--- src/common/tta_pkg.sv ---
// Package: register map, field positions and timing constants
package tta_pkg;
   // Register word indices, paddr is index times four (printed offsets are not all multiples of four)
   localparam logic [7:0] IDX_MASK_TWO     = 8'h75;
   localparam logic [7:0] IDX_CONFIG_THREE = 8'h78;
   localparam logic [7:0] IDX_TIMER        = 8'h79;
   localparam logic [7:0] IDX_LIMIT        = 8'h7a;
   localparam logic [7:0] IDX_CONFIG_FOUR  = 8'h7d;
   localparam logic [7:0] IDX_STATUS_TWO   = 8'h42;
   localparam logic [7:0] IDX_FAN_CTRL     = 8'h80;
   localparam int         ADDR_SHIFT       = 2;

   // Field positions
   localparam int BIT_ALERT_PIN5    = 0;
   localparam int BIT_THR_ENABLE    = 1;
   localparam int BIT_FULL_SPEED    = 2;
   localparam int BIT_ALERT_PIN14   = 0;
   localparam int BIT_LIMIT_FLAG    = 5;
   localparam int BIT_FAN_AUTO      = 0;
   localparam int BIT_ABOVE_START   = 1;

   localparam int NUM_FANS = 3;
   localparam logic [7:0] DUTY_ZERO = 8'h00;
   localparam logic [7:0] DUTY_FULL = 8'hff;
   localparam logic [7:0] REG_RESET = 8'h00;
   localparam logic [7:0] TIMER_MAX = 8'hff;
   localparam logic [7:0] TIMER_ONE = 8'h01;

   // One timer LSB is 22.76 ms
   localparam real LSB_TIME_MS = 22.76;
   localparam real CLK_MHZ     = 100.0;
   localparam int  LSB_CYCLES  = int'(LSB_TIME_MS * 1000.0 * CLK_MHZ);
endpackage

--- src/common/tta_bus_if.sv ---
// Interface carrying decoded register accesses to the timer
interface tta_bus_if;
   logic       timer_read;
   logic [7:0] count;
   modport ctrl (output timer_read, input count);
   modport tmr  (input timer_read, output count);
endinterface

--- src/design/tta_top.sv ---
// Throttle input monitor: pin routing, fan override, timer and limit alert
// What this block does
// - Alert output off after reset; config bits route it to pin 14 or 5.
// - Config bit 1 makes pin 9 the active-low throttle input, enables monitor.
// - Full-speed bit forces running fans to full duty while throttle is low.
// - Override only applies to fans already running.
// - Full-speed bit clear: throttle never changes fan drive.
// - Timer runs while asserted, pauses when negated, accumulates.
// - Timer saturates at full scale until a read clears it.
// - Reading the timer returns its value then clears it.
// - Bit 0 marks first assertion; past 45.52 ms LSB weighs 22.76 ms.
// - Read during assertion clears, sets bit 0 again, keeps counting.
// - Read during assertion with limit zero sets the limit flag again.
// - Timer above limit sets status bit 5 and raises the alert.
// - Limit zero alerts on first assertion; limit one after 45.52 ms.
// - Mask bit 5 blocks the alert but the flag still sets.
// - Status flags stick until condition ends and status is read.
// - Alert stays low while unmasked flag set, until status read.
module tta_top #(
   parameter int LSB_CYC = tta_pkg::LSB_CYCLES
) (
   input  wire logic        mclk,
   input  wire logic        resetn,
   input  wire logic        ce,
   input  wire logic        psel,
   input  wire logic        penable,
   input  wire logic        pwrite,
   input  wire logic [11:0] paddr,
   input  wire logic [31:0] pwdata,
   output logic      [31:0] prdata,
   output logic             pready,
   output logic             pslverr,
   input  wire logic        throttle_pin_in,
   input  wire logic [23:0] fan_duty_in,
   output logic      [23:0] fan_duty_out,
   output logic             alert_pin5_n,
   output logic             alert_pin14_n,
   output logic             throttle_active
);
   logic [7:0] cfg3;
   logic [7:0] cfg4;
   logic [7:0] limit;
   logic [7:0] mask2;
   logic [7:0] status2;
   logic [7:0] fan_ctrl;
   logic [7:0] next_cfg3;
   logic [7:0] next_cfg4;
   logic [7:0] next_limit;
   logic [7:0] next_mask2;
   logic [7:0] next_status2;
   logic [7:0] next_fan_ctrl;
   logic [31:0] next_prdata;
   logic        next_pready;
   logic        next_pslverr;
   logic [23:0] next_fan_duty;
   logic        next_alert5_n;
   logic        next_alert14_n;
   logic        sync1;
   logic        sync2;
   logic        asserted;
   logic        over;
   logic        reading;
   logic        status_read;
   logic        wr;
   logic [9:0]  widx;
   tta_bus_if   tbus ();

   // Two-flop synchroniser; only sync2 is looked at
   always_ff @(posedge mclk or negedge resetn) begin
      if (!resetn) begin
         sync1 <= 1'b1;
         sync2 <= 1'b1;
      end else if (ce) begin
         sync1 <= throttle_pin_in;
         sync2 <= sync1;
      end
   end

   assign asserted = cfg3[tta_pkg::BIT_THR_ENABLE] && !sync2;

   // APB: one wait state, pready comes in the cycle after the first access cycle
   assign widx = paddr[11:tta_pkg::ADDR_SHIFT];
   assign wr   = psel && penable && !pready && pwrite;
   assign reading = psel && penable && !pready && !pwrite;
   assign tbus.timer_read = reading && widx == 10'(tta_pkg::IDX_TIMER);
   assign status_read =
      reading && widx == 10'(tta_pkg::IDX_STATUS_TWO);

   tta_accum #(.LSB_CYC(LSB_CYC)) u_accum (
      .mclk     (mclk),
      .resetn   (resetn),
      .ce       (ce),
      .asserted (asserted),
      .bus      (tbus)
   );

   // Limit 0 fires on any set timer code, limit n when timer exceeds n
   assign over = asserted && (limit == 8'h00 ?
                 tbus.count != 8'h00 : tbus.count > limit)
                 || (tbus.timer_read && asserted && limit == 8'h00);

   always_comb begin
      next_cfg3    = cfg3;
      next_cfg4    = cfg4;
      next_limit   = limit;
      next_mask2   = mask2;
      next_fan_ctrl = fan_ctrl;
      next_status2 = status2;
      if (wr) begin
         case (widx)
            10'(tta_pkg::IDX_CONFIG_THREE): next_cfg3 = pwdata[7:0];
            10'(tta_pkg::IDX_CONFIG_FOUR):  next_cfg4 = pwdata[7:0];
            10'(tta_pkg::IDX_LIMIT):        next_limit = pwdata[7:0];
            10'(tta_pkg::IDX_MASK_TWO):     next_mask2 = pwdata[7:0];
            10'(tta_pkg::IDX_FAN_CTRL):     next_fan_ctrl = pwdata[7:0];
            default: ;
         endcase
      end
      // Read clears only if condition has gone; set wins over clear
      if (status_read && !over)
         next_status2[tta_pkg::BIT_LIMIT_FLAG] = 1'b0;
      if (over)
         next_status2[tta_pkg::BIT_LIMIT_FLAG] = 1'b1;
   end

   always_comb begin
      next_prdata  = 32'h0;
      next_pslverr = 1'b0;
      next_pready  = psel && penable && !pready;
      if (psel && penable && !pready && !pwrite) begin
         case (widx)
            10'(tta_pkg::IDX_CONFIG_THREE): next_prdata[7:0] = cfg3;
            10'(tta_pkg::IDX_CONFIG_FOUR):  next_prdata[7:0] = cfg4;
            10'(tta_pkg::IDX_LIMIT):        next_prdata[7:0] = limit;
            10'(tta_pkg::IDX_MASK_TWO):     next_prdata[7:0] = mask2;
            10'(tta_pkg::IDX_FAN_CTRL):     next_prdata[7:0] = fan_ctrl;
            10'(tta_pkg::IDX_TIMER):        next_prdata[7:0] = tbus.count;
            10'(tta_pkg::IDX_STATUS_TWO):   next_prdata[7:0] = status2;
            default: next_pslverr = 1'b1;
         endcase
      end else if (psel && penable && !pready) begin
         case (widx)
            10'(tta_pkg::IDX_CONFIG_THREE), 10'(tta_pkg::IDX_CONFIG_FOUR),
            10'(tta_pkg::IDX_LIMIT), 10'(tta_pkg::IDX_MASK_TWO),
            10'(tta_pkg::IDX_FAN_CTRL): next_pslverr = 1'b0;
            default: next_pslverr = 1'b1;
         endcase
      end
   end

   // Fan override: a fan is running if its duty is nonzero and, in
   // automatic mode, the temperature is above the start point
   always_comb begin
      next_fan_duty = fan_duty_in;
      for (int i = 0; i < tta_pkg::NUM_FANS; i++) begin
         if (cfg3[tta_pkg::BIT_FULL_SPEED] && asserted
             && fan_duty_in[i*8 +: 8] != tta_pkg::DUTY_ZERO
             && (!fan_ctrl[tta_pkg::BIT_FAN_AUTO]
                 || fan_ctrl[tta_pkg::BIT_ABOVE_START]))
            next_fan_duty[i*8 +: 8] = tta_pkg::DUTY_FULL;
      end
   end

   // Alert held low while unmasked flag is set; flag clears only on read
   always_comb begin
      next_alert5_n  = !(cfg3[tta_pkg::BIT_ALERT_PIN5]
                      && next_status2[tta_pkg::BIT_LIMIT_FLAG]
                      && !mask2[tta_pkg::BIT_LIMIT_FLAG]);
      next_alert14_n = !(cfg4[tta_pkg::BIT_ALERT_PIN14]
                      && next_status2[tta_pkg::BIT_LIMIT_FLAG]
                      && !mask2[tta_pkg::BIT_LIMIT_FLAG]);
   end

   always_ff @(posedge mclk or negedge resetn) begin
      if (!resetn) begin
         cfg3            <= tta_pkg::REG_RESET;
         cfg4            <= tta_pkg::REG_RESET;
         limit           <= tta_pkg::REG_RESET;
         mask2           <= tta_pkg::REG_RESET;
         fan_ctrl        <= tta_pkg::REG_RESET;
         status2         <= tta_pkg::REG_RESET;
         prdata          <= 32'h0;
         pready          <= 1'b0;
         pslverr         <= 1'b0;
         fan_duty_out    <= 24'h0;
         alert_pin5_n    <= 1'b1;
         alert_pin14_n   <= 1'b1;
         throttle_active <= 1'b0;
      end else if (ce) begin
         cfg3            <= next_cfg3;
         cfg4            <= next_cfg4;
         limit           <= next_limit;
         mask2           <= next_mask2;
         fan_ctrl        <= next_fan_ctrl;
         status2         <= next_status2;
         prdata          <= next_prdata;
         pready          <= next_pready;
         pslverr         <= next_pslverr;
         fan_duty_out    <= next_fan_duty;
         alert_pin5_n    <= next_alert5_n;
         alert_pin14_n   <= next_alert14_n;
         throttle_active <= asserted;
      end
   end
endmodule

--- src/design/tta_accum.sv ---
// Saturating, clear-on-read assertion time accumulator
module tta_accum #(
   parameter int LSB_CYC = 2276000
) (
   input  wire logic mclk,
   input  wire logic resetn,
   input  wire logic ce,
   input  wire logic asserted,
   tta_bus_if.tmr    bus
);
   logic [7:0]  count;
   logic [7:0]  next_count;
   logic [31:0] tick;
   logic [31:0] next_tick;
   logic        first_seen;
   logic        next_first_seen;
   // Set once the first LSB period has passed behind the presence marker
   logic        tick_two;
   logic        next_tick_two;

   assign bus.count = count;

   always_comb begin
      next_count      = count;
      next_tick       = tick;
      next_first_seen = first_seen;
      if (bus.timer_read) begin
         // Read clears; an ongoing assertion re-marks bit 0 at once
         next_tick       = 32'h0;
         next_first_seen = asserted;
         next_count      = asserted ? tta_pkg::TIMER_ONE : 8'h00;
      end else if (asserted) begin
         if (!first_seen) begin
            next_first_seen = 1'b1;
            next_count      = tta_pkg::TIMER_ONE;
         end else if (count != tta_pkg::TIMER_MAX) begin
            if (tick == LSB_CYC - 1) begin
               next_tick = 32'h0;
               // Bit 0 is only a presence marker until the first two LSBs
               if (count == tta_pkg::TIMER_ONE && !tick_two)
                  next_count = count;
               else
                  next_count = count + 8'h01;
            end else begin
               next_tick = tick + 32'h1;
            end
         end
      end
   end

   // One-bit flag set by the first LSB period after the presence marker; a read clears it
   always_comb begin
      next_tick_two = tick_two;
      if (bus.timer_read)
         next_tick_two = 1'b0;
      else if (asserted && first_seen && tick == LSB_CYC - 1)
         next_tick_two = 1'b1;
   end

   always_ff @(posedge mclk or negedge resetn) begin
      if (!resetn) begin
         count      <= 8'h00;
         tick       <= 32'h0;
         first_seen <= 1'b0;
         tick_two   <= 1'b0;
      end else if (ce) begin
         count      <= next_count;
         tick       <= next_tick;
         first_seen <= next_first_seen;
         tick_two   <= next_tick_two;
      end
   end
endmodule

--- config.mk ---
export PLATFORM = sky130hd
export DESIGN_NAME = tta_top
export DESIGN_NICKNAME = d
export VERILOG_FILES = /design/src/common/tta_pkg.sv /design/src/common/tta_bus_if.sv /design/src/design/tta_top.sv /design/src/design/tta_accum.sv
export SDC_FILE = /design/constraint.sdc
export NUM_CORES = 1
export LEC_CHECK = 0
export BUFFER_PORTS_ARGS = -buffer_cell sky130_fd_sc_hd__buf_4
export CORE_MARGIN = 3
export CORE_UTILIZATION = 30
export CTS_BUF_LIST = sky130_fd_sc_hd__clkbuf_2
export CTS_CLUSTER_SIZE = 20
export DETAILED_ROUTE_END_ITERATION = 10
export SYNTH_ARGS = -nofsm -noshare
export SYNTH_HDL_FRONTEND = slang
export SYNTH_HIERARCHICAL = 1
export SYNTH_SLANG_ARGS = --single-unit
--- constraint.sdc ---
create_clock -name mclk -period 5 [get_ports mclk]
set_input_delay 0.75 -clock mclk [delete_from_list [all_inputs] [get_ports mclk]]
set_output_delay 0.75 -clock mclk [all_outputs]
set_load 0.005 [all_outputs]
==> results.json, run 1 <==
{
  "run_status": "finished, final reports clean",
  "global_route_total_usage_across_every_layer": 0.1400,
  "grt_antenna_before_repair": 0,
  "yosys_warning_count": 6,
  "async_flop_share": 1.000,
  "power.sequential.fraction": 0.534,
  "worstPathMaxFanout": 13,
  "cellLeakagePower_nw": 3.557,
  "drv_slew": 0,
  "synth.avg_cell_area_um2": 10.71,
  "power_per_cell_area_mw_per_mm2": 247.4,
  "crit_path_arrival_time_ns": 3.62,
  "fin_total_pwr_mw": 1.915,
  "final_layout_size_suffix_gt1_frac": 0.2706,
  "grt_pass1_vias": 4996,
  "start_util": 0.3111,
  "clock.fmax_ghz": 0.3316,
  "ir_drop_uv": 150.9,
  "drt-pass1-iter-count": 7,
  "p_int_mw": 1.382,
  "synth_seq_cells": 122,
  "cts-buffers-inserted": 17,
  "count_of_nets_after_finishing": 790,
  "detail-route-antenna-nets": 0,
  "cts_num_sinks": 122,
  "critPathCaptureType": "flop",
  "gpl.final_weighted_congestion": 0.8167,
  "switching_share_of_power": 0.2785,
  "cts_tree": "yes",
  "fin_setup_tns_ns": 0,
  "post_drt_via_cell_ratio": 5.274,
  "share_clk_of_total_power": 0.390,
  "depth_of_the_cts_h_tree": 4,
  "grt_setup_unrepaired": "false",
  "io_buffers": 85,
  "core-area_mm2": 0.02142,
  "ys_dominant_reg_cell": "sky130_fd_sc_hd__dfrtp_1",
  "die_area_mm2": 0.02403,
  "dieHeight_um": 155.0,
  "dr_total_vias": 5232,
  "tightestPinTransition_ns": 0.6759,
  "max-cap-violations": 0,
  "dpl.hpwl_um": 11900,
  "worstPathRequired_ns": 5.61,
  "cts_hold_buffers": 0,
  "cts_setup_buffers": 0,
  "fin_crit_sh": 0.6031,
  "finalWorstPathRequiredPeriod_ns": 3.016,
  "number_of_i_o_pins": 136,
  "final_hold_violating_endpoints": 0,
  "num-fill-cells": 2191,
  "post_drt_wl_per_cell_um": 17.11,
  "worstSetupStartpointType": "input port",
  "routed_wl_um": 16980,
  "clkLatencyLatePin_ns": 0.70,
  "cts_root_buf": "sky130_fd_sc_hd__clkbuf_2",
  "drt_drc_violations_left": 0,
  "setup_viol_count_final": 0,
  "worst_setup_hold_path_clk_slew_ns": 0.22,
  "synthesis.instances": 622,
  "maxSlewHeadroom": 0.5378,
  "std_cell_rows": 53,
  "netlist-cell-type-count": 79,
  "power.switching_uw": 533.4,
  "grt_start_max_net_pins": 59,
  "maximum_clock_insertion_buffer_count": 2,
  "diodes": 0,
  "final-seq-area_mm2": 0.003058,
  "ys_seq_area_frac": 0.4590,
  "multi_input_comb_area_mm2": 0.003301,
  "postcts_resize_cnt": 0,
  "worst_clock_skew_ns": 0.03734,
  "timing.setup.critical_path_class": "input port to flop",
  "synthesis.area_mm2": 0.006663,
  "rrSetupSlack_ns": 2.00,
  "global_route.overflow_total": 0,
  "layout.cells.non_filler": 992,
  "grt_first_pass_wirelength_um": 27150,
  "synth_enable_flop_cells": 0,
  "share_of_total_power_in_combinational_logic": 0.076,
  "numPlacedInstances": 960,
  "worst_min_delay_path_class": "input port to async pin",
  "syn2layout_area_growth_pct": 16.19,
  "die_width_um": 155.0,
  "detailedRoute.firstIterationViolations": 402
}
==> registers in the layout, summed over array words and instances (netlist names), 8 cells and up <==
name and flops:
limit 8, mask2 8, u_accum/bus.count 8, u_accum/tick 32, prdata 8, fan_duty_out 24
cfg3 8, cfg4 8, fan_ctrl 8
==> cells in the mapped netlist, types with 3 or more instances <==
library cell / count / area share
sky130_fd_sc_hd__and2_1: 4 / 0.0038
sky130_fd_sc_hd__nor2_1: 43 / 0.024
sky130_fd_sc_hd__buf_4: 30 / 0.034
sky130_fd_sc_hd__nand3_1: 19 / 0.014
sky130_fd_sc_hd__xnor2_1: 10 / 0.013
sky130_fd_sc_hd__inv_1: 22 / 0.012
sky130_fd_sc_hd__nor3_1: 10 / 0.0075
sky130_fd_sc_hd__o21ai_0: 12 / 0.0090
sky130_fd_sc_hd__and3_1: 20 / 0.019
sky130_fd_sc_hd__a221oi_1: 3 / 0.0039
sky130_fd_sc_hd__o22ai_1: 12 / 0.011
sky130_fd_sc_hd__nand2b_1: 10 / 0.0094
sky130_fd_sc_hd__a2111oi_0: 5 / 0.0066
sky130_fd_sc_hd__o21ai_1: 4 / 0.0030
sky130_fd_sc_hd__mux2i_1: 16 / 0.024
sky130_fd_sc_hd__nand4_1: 12 / 0.011
sky130_fd_sc_hd__o31ai_1: 5 / 0.0056
sky130_fd_sc_hd__nand2_1: 24 / 0.014
sky130_fd_sc_hd__or4_1: 10 / 0.011
sky130_fd_sc_hd__a21oi_1: 9 / 0.0068
sky130_fd_sc_hd__ha_1: 11 / 0.021
sky130_fd_sc_hd__and4_1: 9 / 0.012
sky130_fd_sc_hd__o22a_1: 24 / 0.032
sky130_fd_sc_hd__a211oi_1: 8 / 0.0090
sky130_fd_sc_hd__nor2b_1: 6 / 0.0056
sky130_fd_sc_hd__buf_2: 8 / 0.0060
sky130_fd_sc_hd__nand3_2: 4 / 0.0060
sky130_fd_sc_hd__o2bb2ai_1: 4 / 0.0053
sky130_fd_sc_hd__dfstp_2: 4 / 0.016
sky130_fd_sc_hd__nor4_1: 6 / 0.0056
sky130_fd_sc_hd__a31oi_1: 27 / 0.025
sky130_fd_sc_hd__clkbuf_1: 9 / 0.0051
sky130_fd_sc_hd__a41o_1: 3 / 0.0045
sky130_fd_sc_hd__dfrtp_1: 118 / 0.44
sky130_fd_sc_hd__mux2_2: 46 / 0.078
sky130_fd_sc_hd__o211ai_1: 4 / 0.0045
==> path summary, 6_finish.rpt <==
path	startpoint	endpoint	cells past startpoint
max	paddr[3]	u_accum/tick[29]	8
min	resetn	u_accum/tick[14]	1
max reg2reg	pready	u_accum/tick[29]	7
min reg2reg	alert_pin14_n	alert_pin14_n	2
max in group asynchronous	resetn	mask2[6]	2
min in group mclk	fan_duty_in[22]	fan_duty_out[22]	2
==> through the flow <==
step | hold WS (ns) | setup WS (ns) | util | cell area (µm²)
6_report | 0.03731 | 1.984 | 0.3614 | 7741
5_1_grt | 0.02473 | 1.772 | 0.3614 | 7741
3_5_place_dp | 0.4789 | 1.261 | 0.3480 | 7453
3_3_place_gp | 0.4828 | 1.260 | 0.3480 | 7453
2_1_floorplan | 0.4544 | 2.230 | - | 6749
4_1_cts | 0.01048 | 2.030 | 0.3614 | 7741
==> cell type report <==
cell class                 instances  share of cell area
clock inverter                    15             0.02618
multi-input combinational        452              0.4264
inverter                          22             0.01067
sequential                       122              0.3950
clock buffer                      17             0.01099
tap                              275             0.04445
timing repair buffer              89             0.08631
==> kinds of logic after synthesis <==
kind of cell | Yosys count | share of synthesized area
AND/OR/NAND/NOR | 203 | 0.1857
adder cells (fa/ha/maj) | 11 | 0.02066
XOR/XNOR | 12 | 0.01577
multiplexers | 62 | 0.1018
other | 1 | 0.0005628
AO/OA/AOI/OAI | 140 | 0.1570
buffers and inverters | 71 | 0.05953
flip-flops | 122 | 0.4590
==> power by group through the flow <==
stage,clock [mW],sequential (mW),combinational (mW)
after floorplan,0,1.04,0.0614
after global placement,0,1.04,0.148
after detailed placement,0,1.04,0.148
after CTS,0.780,1.02,0.148
after global routing,0.827,1.03,0.160
final,0.747,1.02,0.146
==> routing by layer <==
layer | vias to the layer above | GRT usage | share of wire
li1 | 2486 | - | -
met1 | 2607 | 0.1967 | 0.47
met2 | 124 | 0.2168 | 0.47
met3 | 15 | 0.03143 | 0.053
met4 | 0 | 0.04037 | 0.010
met5 | - | 0 | 0
==> critical path, cell delays in order <==
cell	delay, ns
sky130_fd_sc_hd__buf_4	0.19
sky130_fd_sc_hd__nor4b_4	0.37
sky130_fd_sc_hd__and4b_1	0.52
sky130_fd_sc_hd__and2_1	0.47
sky130_fd_sc_hd__nand2_1	0.36
sky130_fd_sc_hd__a2111oi_0	0.71
sky130_fd_sc_hd__xnor2_1	0.19
sky130_fd_sc_hd__nor2_1	0.05
==> cell usage in the layout, fill, tap and decap left out, drive strengths merged, types with 3 or more instances in the layout <==
cell type,count
and3,22
nand3,24
nand4,13
a31oi,27
o21ai,17
a41o,3
ha,11
o31ai,5
dfrtp,118
and4,10
xnor2,10
a21oi,9
nor3,12
nor2b,6
nand2,26
and2,4
bufinv,3
nor4,7
a221oi,3
or4,10
a211oi,8
dfstp,4
o211ai,4
conb,24
o2bb2ai,4
nand2b,10
o22a,24
buf,89
a2111oi,5
mux2i,16
clkbuf,17
o22ai,12
inv,30
mux2,46
nor2,44
Power figures use the tool's default switching activity.
==> run 2: changes to the inputs <==
==> constraint.sdc (replaced) <==
create_clock -name mclk -period 2.55 [get_ports mclk]
set_input_delay 0.3825 -clock mclk [delete_from_list [all_inputs] [get_ports mclk]]
set_output_delay 0.3825 -clock mclk [all_outputs]
set_load 0.005 [all_outputs]
==> run 2 against run 1 <==
Effect of this change:
- sequential cell count stayed put
- count of clock-buffer cells in the layout stayed put
- first-iteration DRC count is 7.7% higher
- clock power is 59% higher
- clock skew is 0.011 ns higher
- sequential power is 97% higher
- cell area is 6.6% higher
- routed wire length is 4.9% higher
- cell count is 6.3% higher
- non-clock buffer count is 62 higher
- critical endpoint is now u_accum/bus.count[7]
==> results.json, run 2 (synthesis gave the netlist of run 1 again) <==
{
  "detail-route-antenna-nets": 0,
  "cellLeakagePower_nw": 3.812,
  "grt_setup_unrepaired": "false",
  "detailedRoute.firstIterationViolations": 433,
  "cp_slowest_stage_delay_ns": 0.43,
  "routed_wl_um": 17810,
  "hold-path-cell-count": 4,
  "ir_drop_uv": 302.8,
  "final_cell_mix": "sky130_fd_sc_hd__dfrtp_1, sky130_fd_sc_hd__buf_4, sky130_fd_sc_hd__mux2_2",
  "grt_antenna_before_repair": 0,
  "worstPathBufferInverterCount": 1,
  "die_width_um": 155.0,
  "critPathCaptureType": "flop",
  "worst_clock_skew_ns": 0.04874,
  "cts_setup_buffers": 0,
  "grt_first_pass_wirelength_um": 28990,
  "dr_total_vias": 5542,
  "setup_viol_count_final": 0,
  "std_cell_rows": 53,
  "finalWorstPathRequiredPeriod_ns": 2.270,
  "drv_slew": 0,
  "worst_min_delay_path_class": "input port to flop",
  "run_status": "finished, final reports clean",
  "grt_start_max_net_pins": 123,
  "worst-r2r-cell-count": 8,
  "cts_tree": "yes",
  "fin_crit_sh": 0.8901,
  "global_route.overflow_total": 0,
  "rrSetupSlack_ns": 0.28,
  "gpl.final_weighted_congestion": 0.8202,
  "post_drt_via_cell_ratio": 5.258,
  "power_per_cell_area_mw_per_mm2": 429.2,
  "max-cap-violations": 0,
  "syn2layout_area_growth_pct": 23.81,
  "numPlacedInstances": 986,
  "worst_path_dominant_cell_family": "simple AND/OR/NAND/NOR gates",
  "crit_path_top_delay_cell": "sky130_fd_sc_hd__dfrtp_1",
  "worstSetupStartpointType": "flop",
  "diodes": 0,
  "clock.fmax_ghz": 0.4406,
  "worstPathMaxFanout": 9,
  "timing.setup.critical_path_class": "flop to flop",
  "final_layout_size_suffix_gt1_frac": 0.2811,
  "worstPathRequired_ns": 3.14,
  "layout.cells.non_filler": 1054,
  "mostFrequentLayoutCell": "sky130_fd_sc_hd__dfrtp_1",
  "cts_num_sinks": 122,
  "post_drt_wl_per_cell_um": 16.90,
  "clkLatencyLatePin_ns": 0.68,
  "grt_pass1_vias": 5323,
  "core-area_mm2": 0.02142,
  "dieHeight_um": 155.0,
  "count_of_nets_after_finishing": 852,
  "worst_setup_hold_path_clk_slew_ns": 0.22,
  "drt_drc_violations_left": 0,
  "number_of_i_o_pins": 136,
  "tightestPinTransition_ns": 0.7479,
  "cp_cell_sequence": "and3b_1, nor2b_1, and2_1, buf_4, o211a_1, and3_1, nand4_1, mux2_2",
  "crit_path_arrival_time_ns": 2.86,
  "final_hold_violating_endpoints": 0,
  "start_util": 0.3111,
  "cts_root_buf": "sky130_fd_sc_hd__clkbuf_2",
  "cts-buffers-inserted": 17,
  "maximum_clock_insertion_buffer_count": 2,
  "reg_top3": "u_accum/tick (32), fan_duty_out (24)",
  "number_of_flip_flops_in_the_largest_register": 32,
  "die_area_mm2": 0.02403,
  "depth_of_the_cts_h_tree": 4,
  "fin_setup_tns_ns": 0,
  "drt-pass1-iter-count": 5,
  "global_route_total_usage_across_every_layer": 0.1479,
  "worstHoldEndpoint": "pready",
  "regToRegEndpoint": "u_accum/bus.count[7]",
  "io_buffers": 85,
  "dpl.hpwl_um": 12290,
  "largest_register": "u_accum/tick",
  "timing.hold.worst.start": "psel",
  "r2r_start": "pready",
  "maxSlewHeadroom": 0.5014
}
==> run 2: cell types whose count changed in the layout (fill, tap and decap cells not counted) <==
cell / change
sky130_fd_sc_hd__buf_12: +1
sky130_fd_sc_hd__buf_4: +25
sky130_fd_sc_hd__bufinv_16: -2
sky130_fd_sc_hd__clkinv_1: +1
sky130_fd_sc_hd__clkinv_2: +1
sky130_fd_sc_hd__clkinv_4: +2
sky130_fd_sc_hd__clkinvlp_4: +1
sky130_fd_sc_hd__dlygate4sd3_1: +36
sky130_fd_sc_hd__inv_8: -3
==> run 2: final cells by class <==
class / count / area [µm²]
Fill cell: 2123 / 13170
Multi-Input combinational cell: 452 / 3301
Sequential cell: 122 / 3058
Timing Repair Buffer: 151 / 1236
Tap cell: 275 / 344.1
Clock inverter: 15 / 142.6
Clock buffer: 17 / 85.08
Inverter: 22 / 82.58
==> run 2: worst reg2reg max path, cell delays in order (launching register included) <==
cell and delay (ns):
sky130_fd_sc_hd__dfrtp_1 0.43, sky130_fd_sc_hd__and3b_1 0.28, sky130_fd_sc_hd__nor2b_1 0.17, sky130_fd_sc_hd__and2_1 0.24, sky130_fd_sc_hd__buf_4 0.20, sky130_fd_sc_hd__o211a_1 0.20
sky130_fd_sc_hd__and3_1 0.24, sky130_fd_sc_hd__nand4_1 0.13, sky130_fd_sc_hd__mux2_2 0.30
==> run 2: through the flow <==
| step | setup slack [ns] | instance area, µm² | hold WS (ns) | util | power [mW] |
|---|---|---|---|---|---|
| 2_1_floorplan | 0.1471 | 6749 | 0.08691 | - | 2.162 |
| 3_3_place_gp | 0.04483 | 7661 | 0.4784 | 0.3577 | 2.338 |
| 3_5_place_dp | 0.07681 | 7661 | 0.4885 | 0.3577 | 2.340 |
| 4_1_cts | 0.2721 | 8249 | 0.09623 | 0.3851 | 3.606 |
| 5_1_grt | 0.01528 | 8249 | 0.1490 | 0.3851 | 3.722 |
| 6_report | 0.2801 | 8249 | 0.1951 | 0.3851 | 3.541 |
==> run 2: worst max-delay path by stage <==
| stage | cells after the start | slack, ns | to | start |
|---|---|---|---|---|
| after floorplan | 11 | 0.15 | u_accum/tick[23] | paddr[9] |
| after global placement | 9 | 0.04 | u_accum/tick[29] | paddr[3] |
| after detailed placement | 9 | 0.08 | u_accum/bus.count[7] | paddr[3] |
| after CTS | 8 | 0.27 | u_accum/tick[29] | pready |
| after global routing | 8 | 0.02 | u_accum/tick[29] | pready |
| final | 8 | 0.28 | u_accum/bus.count[7] | pready |
==> run 2: metal layers <==
| metal | GRT usage | routed length [µm] | vias up |
|---|---|---|---|
| li1 | - | - | 2615 |
| met1 | 0.2059 | 8237 | 2736 |
| met2 | 0.2301 | 8263 | 166 |
| met3 | 0.03338 | 965 | 25 |
| met4 | 0.04542 | 348 | 0 |
| met5 | 0 | 0 | - |
==> run 2: where the power goes <==
| group | switching [mW] | internal (mW) |
|---|---|---|
| combinational | 0.163 | 0.181 |
| sequential | 0.0246 | 1.98 |
| clock | 0.820 | 0.370 |
| total | 1.01 | 2.53 |
==> run 2: timing repair <==
action | in CTS | in global routing
endpoints found under the hold margin | 189 | 0
resized for setup | 0 | 0
hold buffers | 36 | 0
==> run 3: changes to the inputs <==
--- a/config.mk
+++ b/config.mk
@@ -5,10 +5,12 @@
 export SDC_FILE = /design/constraint.sdc
 export NUM_CORES = 1
 export LEC_CHECK = 0
+export ABC_CLOCK_PERIOD_IN_PS = 2550
 export BUFFER_PORTS_ARGS = -buffer_cell sky130_fd_sc_hd__buf_4
+export CORE_ASPECT_RATIO = 0.7
 export CORE_MARGIN = 3
 export CORE_UTILIZATION = 30
-export CTS_BUF_LIST = sky130_fd_sc_hd__clkbuf_2
+export CTS_BUF_LIST = sky130_fd_sc_hd__clkbuf_4 sky130_fd_sc_hd__clkbuf_8
 export CTS_CLUSTER_SIZE = 20
 export DETAILED_ROUTE_END_ITERATION = 10
 export SYNTH_ARGS = -nofsm -noshare
==> run 3 against run 2 <==
Effect of this change:
- die area grew 0.12%
- cell area shrank 0.58%
- fmax shrank 3.2%
- count of clock-buffer cells in the layout grew 4
- worst hold slack lost 0.042 ns
- clock skew shrank 0.036 ns
- worst setup slack lost 0.075 ns
- combinational power shrank 13%
- first-iteration DRC count shrank 4.2%
- sequential power is essentially flat
- critical path depth is the same
==> results.json, run 3 (synthesis gave the netlist of run 1 again) <==
{
  "layout.cells.non_filler": 1026,
  "power_per_cell_area_mw_per_mm2": 528.9,
  "whs_ns": 0.1534,
  "share_of_total_power_in_combinational_logic": 0.069,
  "std_cell_rows": 44,
  "number_of_i_o_pins": 136,
  "post_drt_wl_per_cell_um": 17.57,
  "drt_drc_violations_left": 0,
  "finalWorstPathRequiredPeriod_ns": 2.345,
  "global_route_total_usage_across_every_layer": 0.1505,
  "largest_register": "u_accum/tick",
  "number_of_flip_flops_in_the_largest_register": 32,
  "worst_setup_path_startpoint": "pready",
  "routed_wl_um": 18030,
  "p_int_mw": 3.367,
  "die_width_um": 184.1,
  "post_drt_via_cell_ratio": 5.342,
  "critPathCaptureType": "flop",
  "core-area_mm2": 0.02125,
  "worst_min_delay_path_class": "input port to flop",
  "cts_num_sinks": 122,
  "grt_pass1_vias": 5065,
  "fin_crit_sh": 0.9197,
  "cts-buffers-inserted": 17,
  "clkLatencyLatePin_ns": 0.44,
  "reg_top3": "u_accum/tick (32), fan_duty_out (24)",
  "detailedRoute.firstIterationViolations": 415,
  "maxSlewHeadroom": 0.5170,
  "fin_total_pwr_mw": 4.338,
  "run_status": "finished, final reports clean",
  "io_buffers": 85,
  "switching_share_of_power": 0.2238,
  "syn2layout_area_growth_pct": 23.10,
  "maximum_clock_insertion_buffer_count": 2,
  "rrSetupSlack_ns": 0.20,
  "final_hold_violating_endpoints": 0,
  "drv_slew": 0,
  "setup_viol_count_final": 0,
  "crit_path_top_delay_cell": "sky130_fd_sc_hd__dfrtp_1",
  "fin_setup_tns_ns": 0,
  "die_area_mm2": 0.02406,
  "cts_setup_buffers": 0,
  "post-route-cell-area_mm2": 0.008202,
  "grt_setup_unrepaired": "true",
  "worst_clock_skew_ns": 0.01309,
  "drt-pass1-iter-count": 5,
  "grt_antenna_before_repair": 0,
  "cts_root_buf": "sky130_fd_sc_hd__clkbuf_8",
  "r2r_start": "pready",
  "clock.fmax_ghz": 0.4264,
  "worst_path_dominant_cell_family": "simple AND/OR/NAND/NOR gates",
  "cts_tree": "yes",
  "depth_of_the_cts_h_tree": 4,
  "mostFrequentLayoutCell": "sky130_fd_sc_hd__buf_4",
  "dieHeight_um": 130.7,
  "diodes": 0,
  "dr_total_vias": 5481,
  "placed_cell_area_mm2": 0.007720,
  "ir_drop_uv": 263.5,
  "num-fill-cells": 2074,
  "numPlacedInstances": 993,
  "grt_first_pass_wirelength_um": 28280,
  "worstPathMaxFanout": 7,
  "power.switching_uw": 971.0,
  "worstPathRequired_ns": 2.87,
  "count_of_nets_after_finishing": 823,
  "worstSetupStartpointType": "flop",
  "timing.final.ws_setup_ns": 0.2048,
  "global_route.overflow_total": 0,
  "tightestPinTransition_ns": 0.7244,
  "share_clk_of_total_power": 0.469,
  "max-cap-violations": 0,
  "worstPathBufferInverterCount": 1,
  "final_util": 0.3860,
  "start_util": 0.3135,
  "pre_cts_slack_ns": 0.05716,
  "gpl.final_weighted_congestion": 0.8775,
  "crit_path_arrival_time_ns": 2.67,
  "grt_start_max_net_pins": 61,
  "cp_slowest_stage_delay_ns": 0.41,
  "dpl.hpwl_um": 13430,
  "worst_setup_hold_path_clk_slew_ns": 0.08,
  "detail-route-antenna-nets": 0,
  "cellLeakagePower_nw": 3.802,
  "final_cell_mix": "sky130_fd_sc_hd__buf_4, sky130_fd_sc_hd__dfrtp_1, sky130_fd_sc_hd__mux2_2",
  "timing.setup.critical_path_class": "flop to flop",
  "final_layout_size_suffix_gt1_frac": 0.3013,
  "timing.hold.worst.start": "fan_duty_in[13]",
  "power.sequential.fraction": 0.462,
  "cp_cell_sequence": "and3b_1, nor2b_1, and2_1, buf_4, o211a_1, and3_1, nand4_1, mux2_2"
}
## run 3: power by group through the flow
stage | logic [mW] | registers, mW | clock network [mW]
floorplan | 0.120 | 2.04 | 0
global placement | 0.304 | 2.04 | 0
detailed placement | 0.305 | 2.04 | 0
CTS | 0.306 | 2.00 | 2.09
global route | 0.334 | 2.01 | 2.18
finish | 0.301 | 2.00 | 2.03
## run 3: final timing paths
path	depth (start not counted)	end
worst max-delay path	8	u_accum/bus.count[7]
worst min-delay path	2	fan_duty_out[13]
worst max register to register	8	u_accum/bus.count[7]
worst min register to register	2	u_accum/tick_two
max in group asynchronous	3	sync1
min in group asynchronous	2	fan_duty_out[14]
## run 3: final cells by class
type	count	area (µm²)	share of cell area
Sequential cell	122	3058	0.3728
Tap cell	276	345.3	0.04211
Clock buffer	21	276.5	0.03371
Clock inverter	11	193.9	0.02365
Multi-Input combinational cell	452	3302	0.4026
Timing Repair Buffer	122	943.4	0.1150
Inverter	22	82.58	0.01007
## run 3: timing repair
action / 4_1_cts / 5_1_grt
setup endpoints to repair: 0 / 1
hold buffers: 1 / 0
resized for setup: 0 / 1
endpoints found under the hold margin: 30 / 0
## run 3: routing by layer
layer,GRT usage,up-vias,wire length [µm]
met5,0,-,0
met4,0.04442,0,217
met3,0.03929,14,1606
met2,0.2025,211,7084
met1,0.2333,2699,9122
li1,-,2557,-
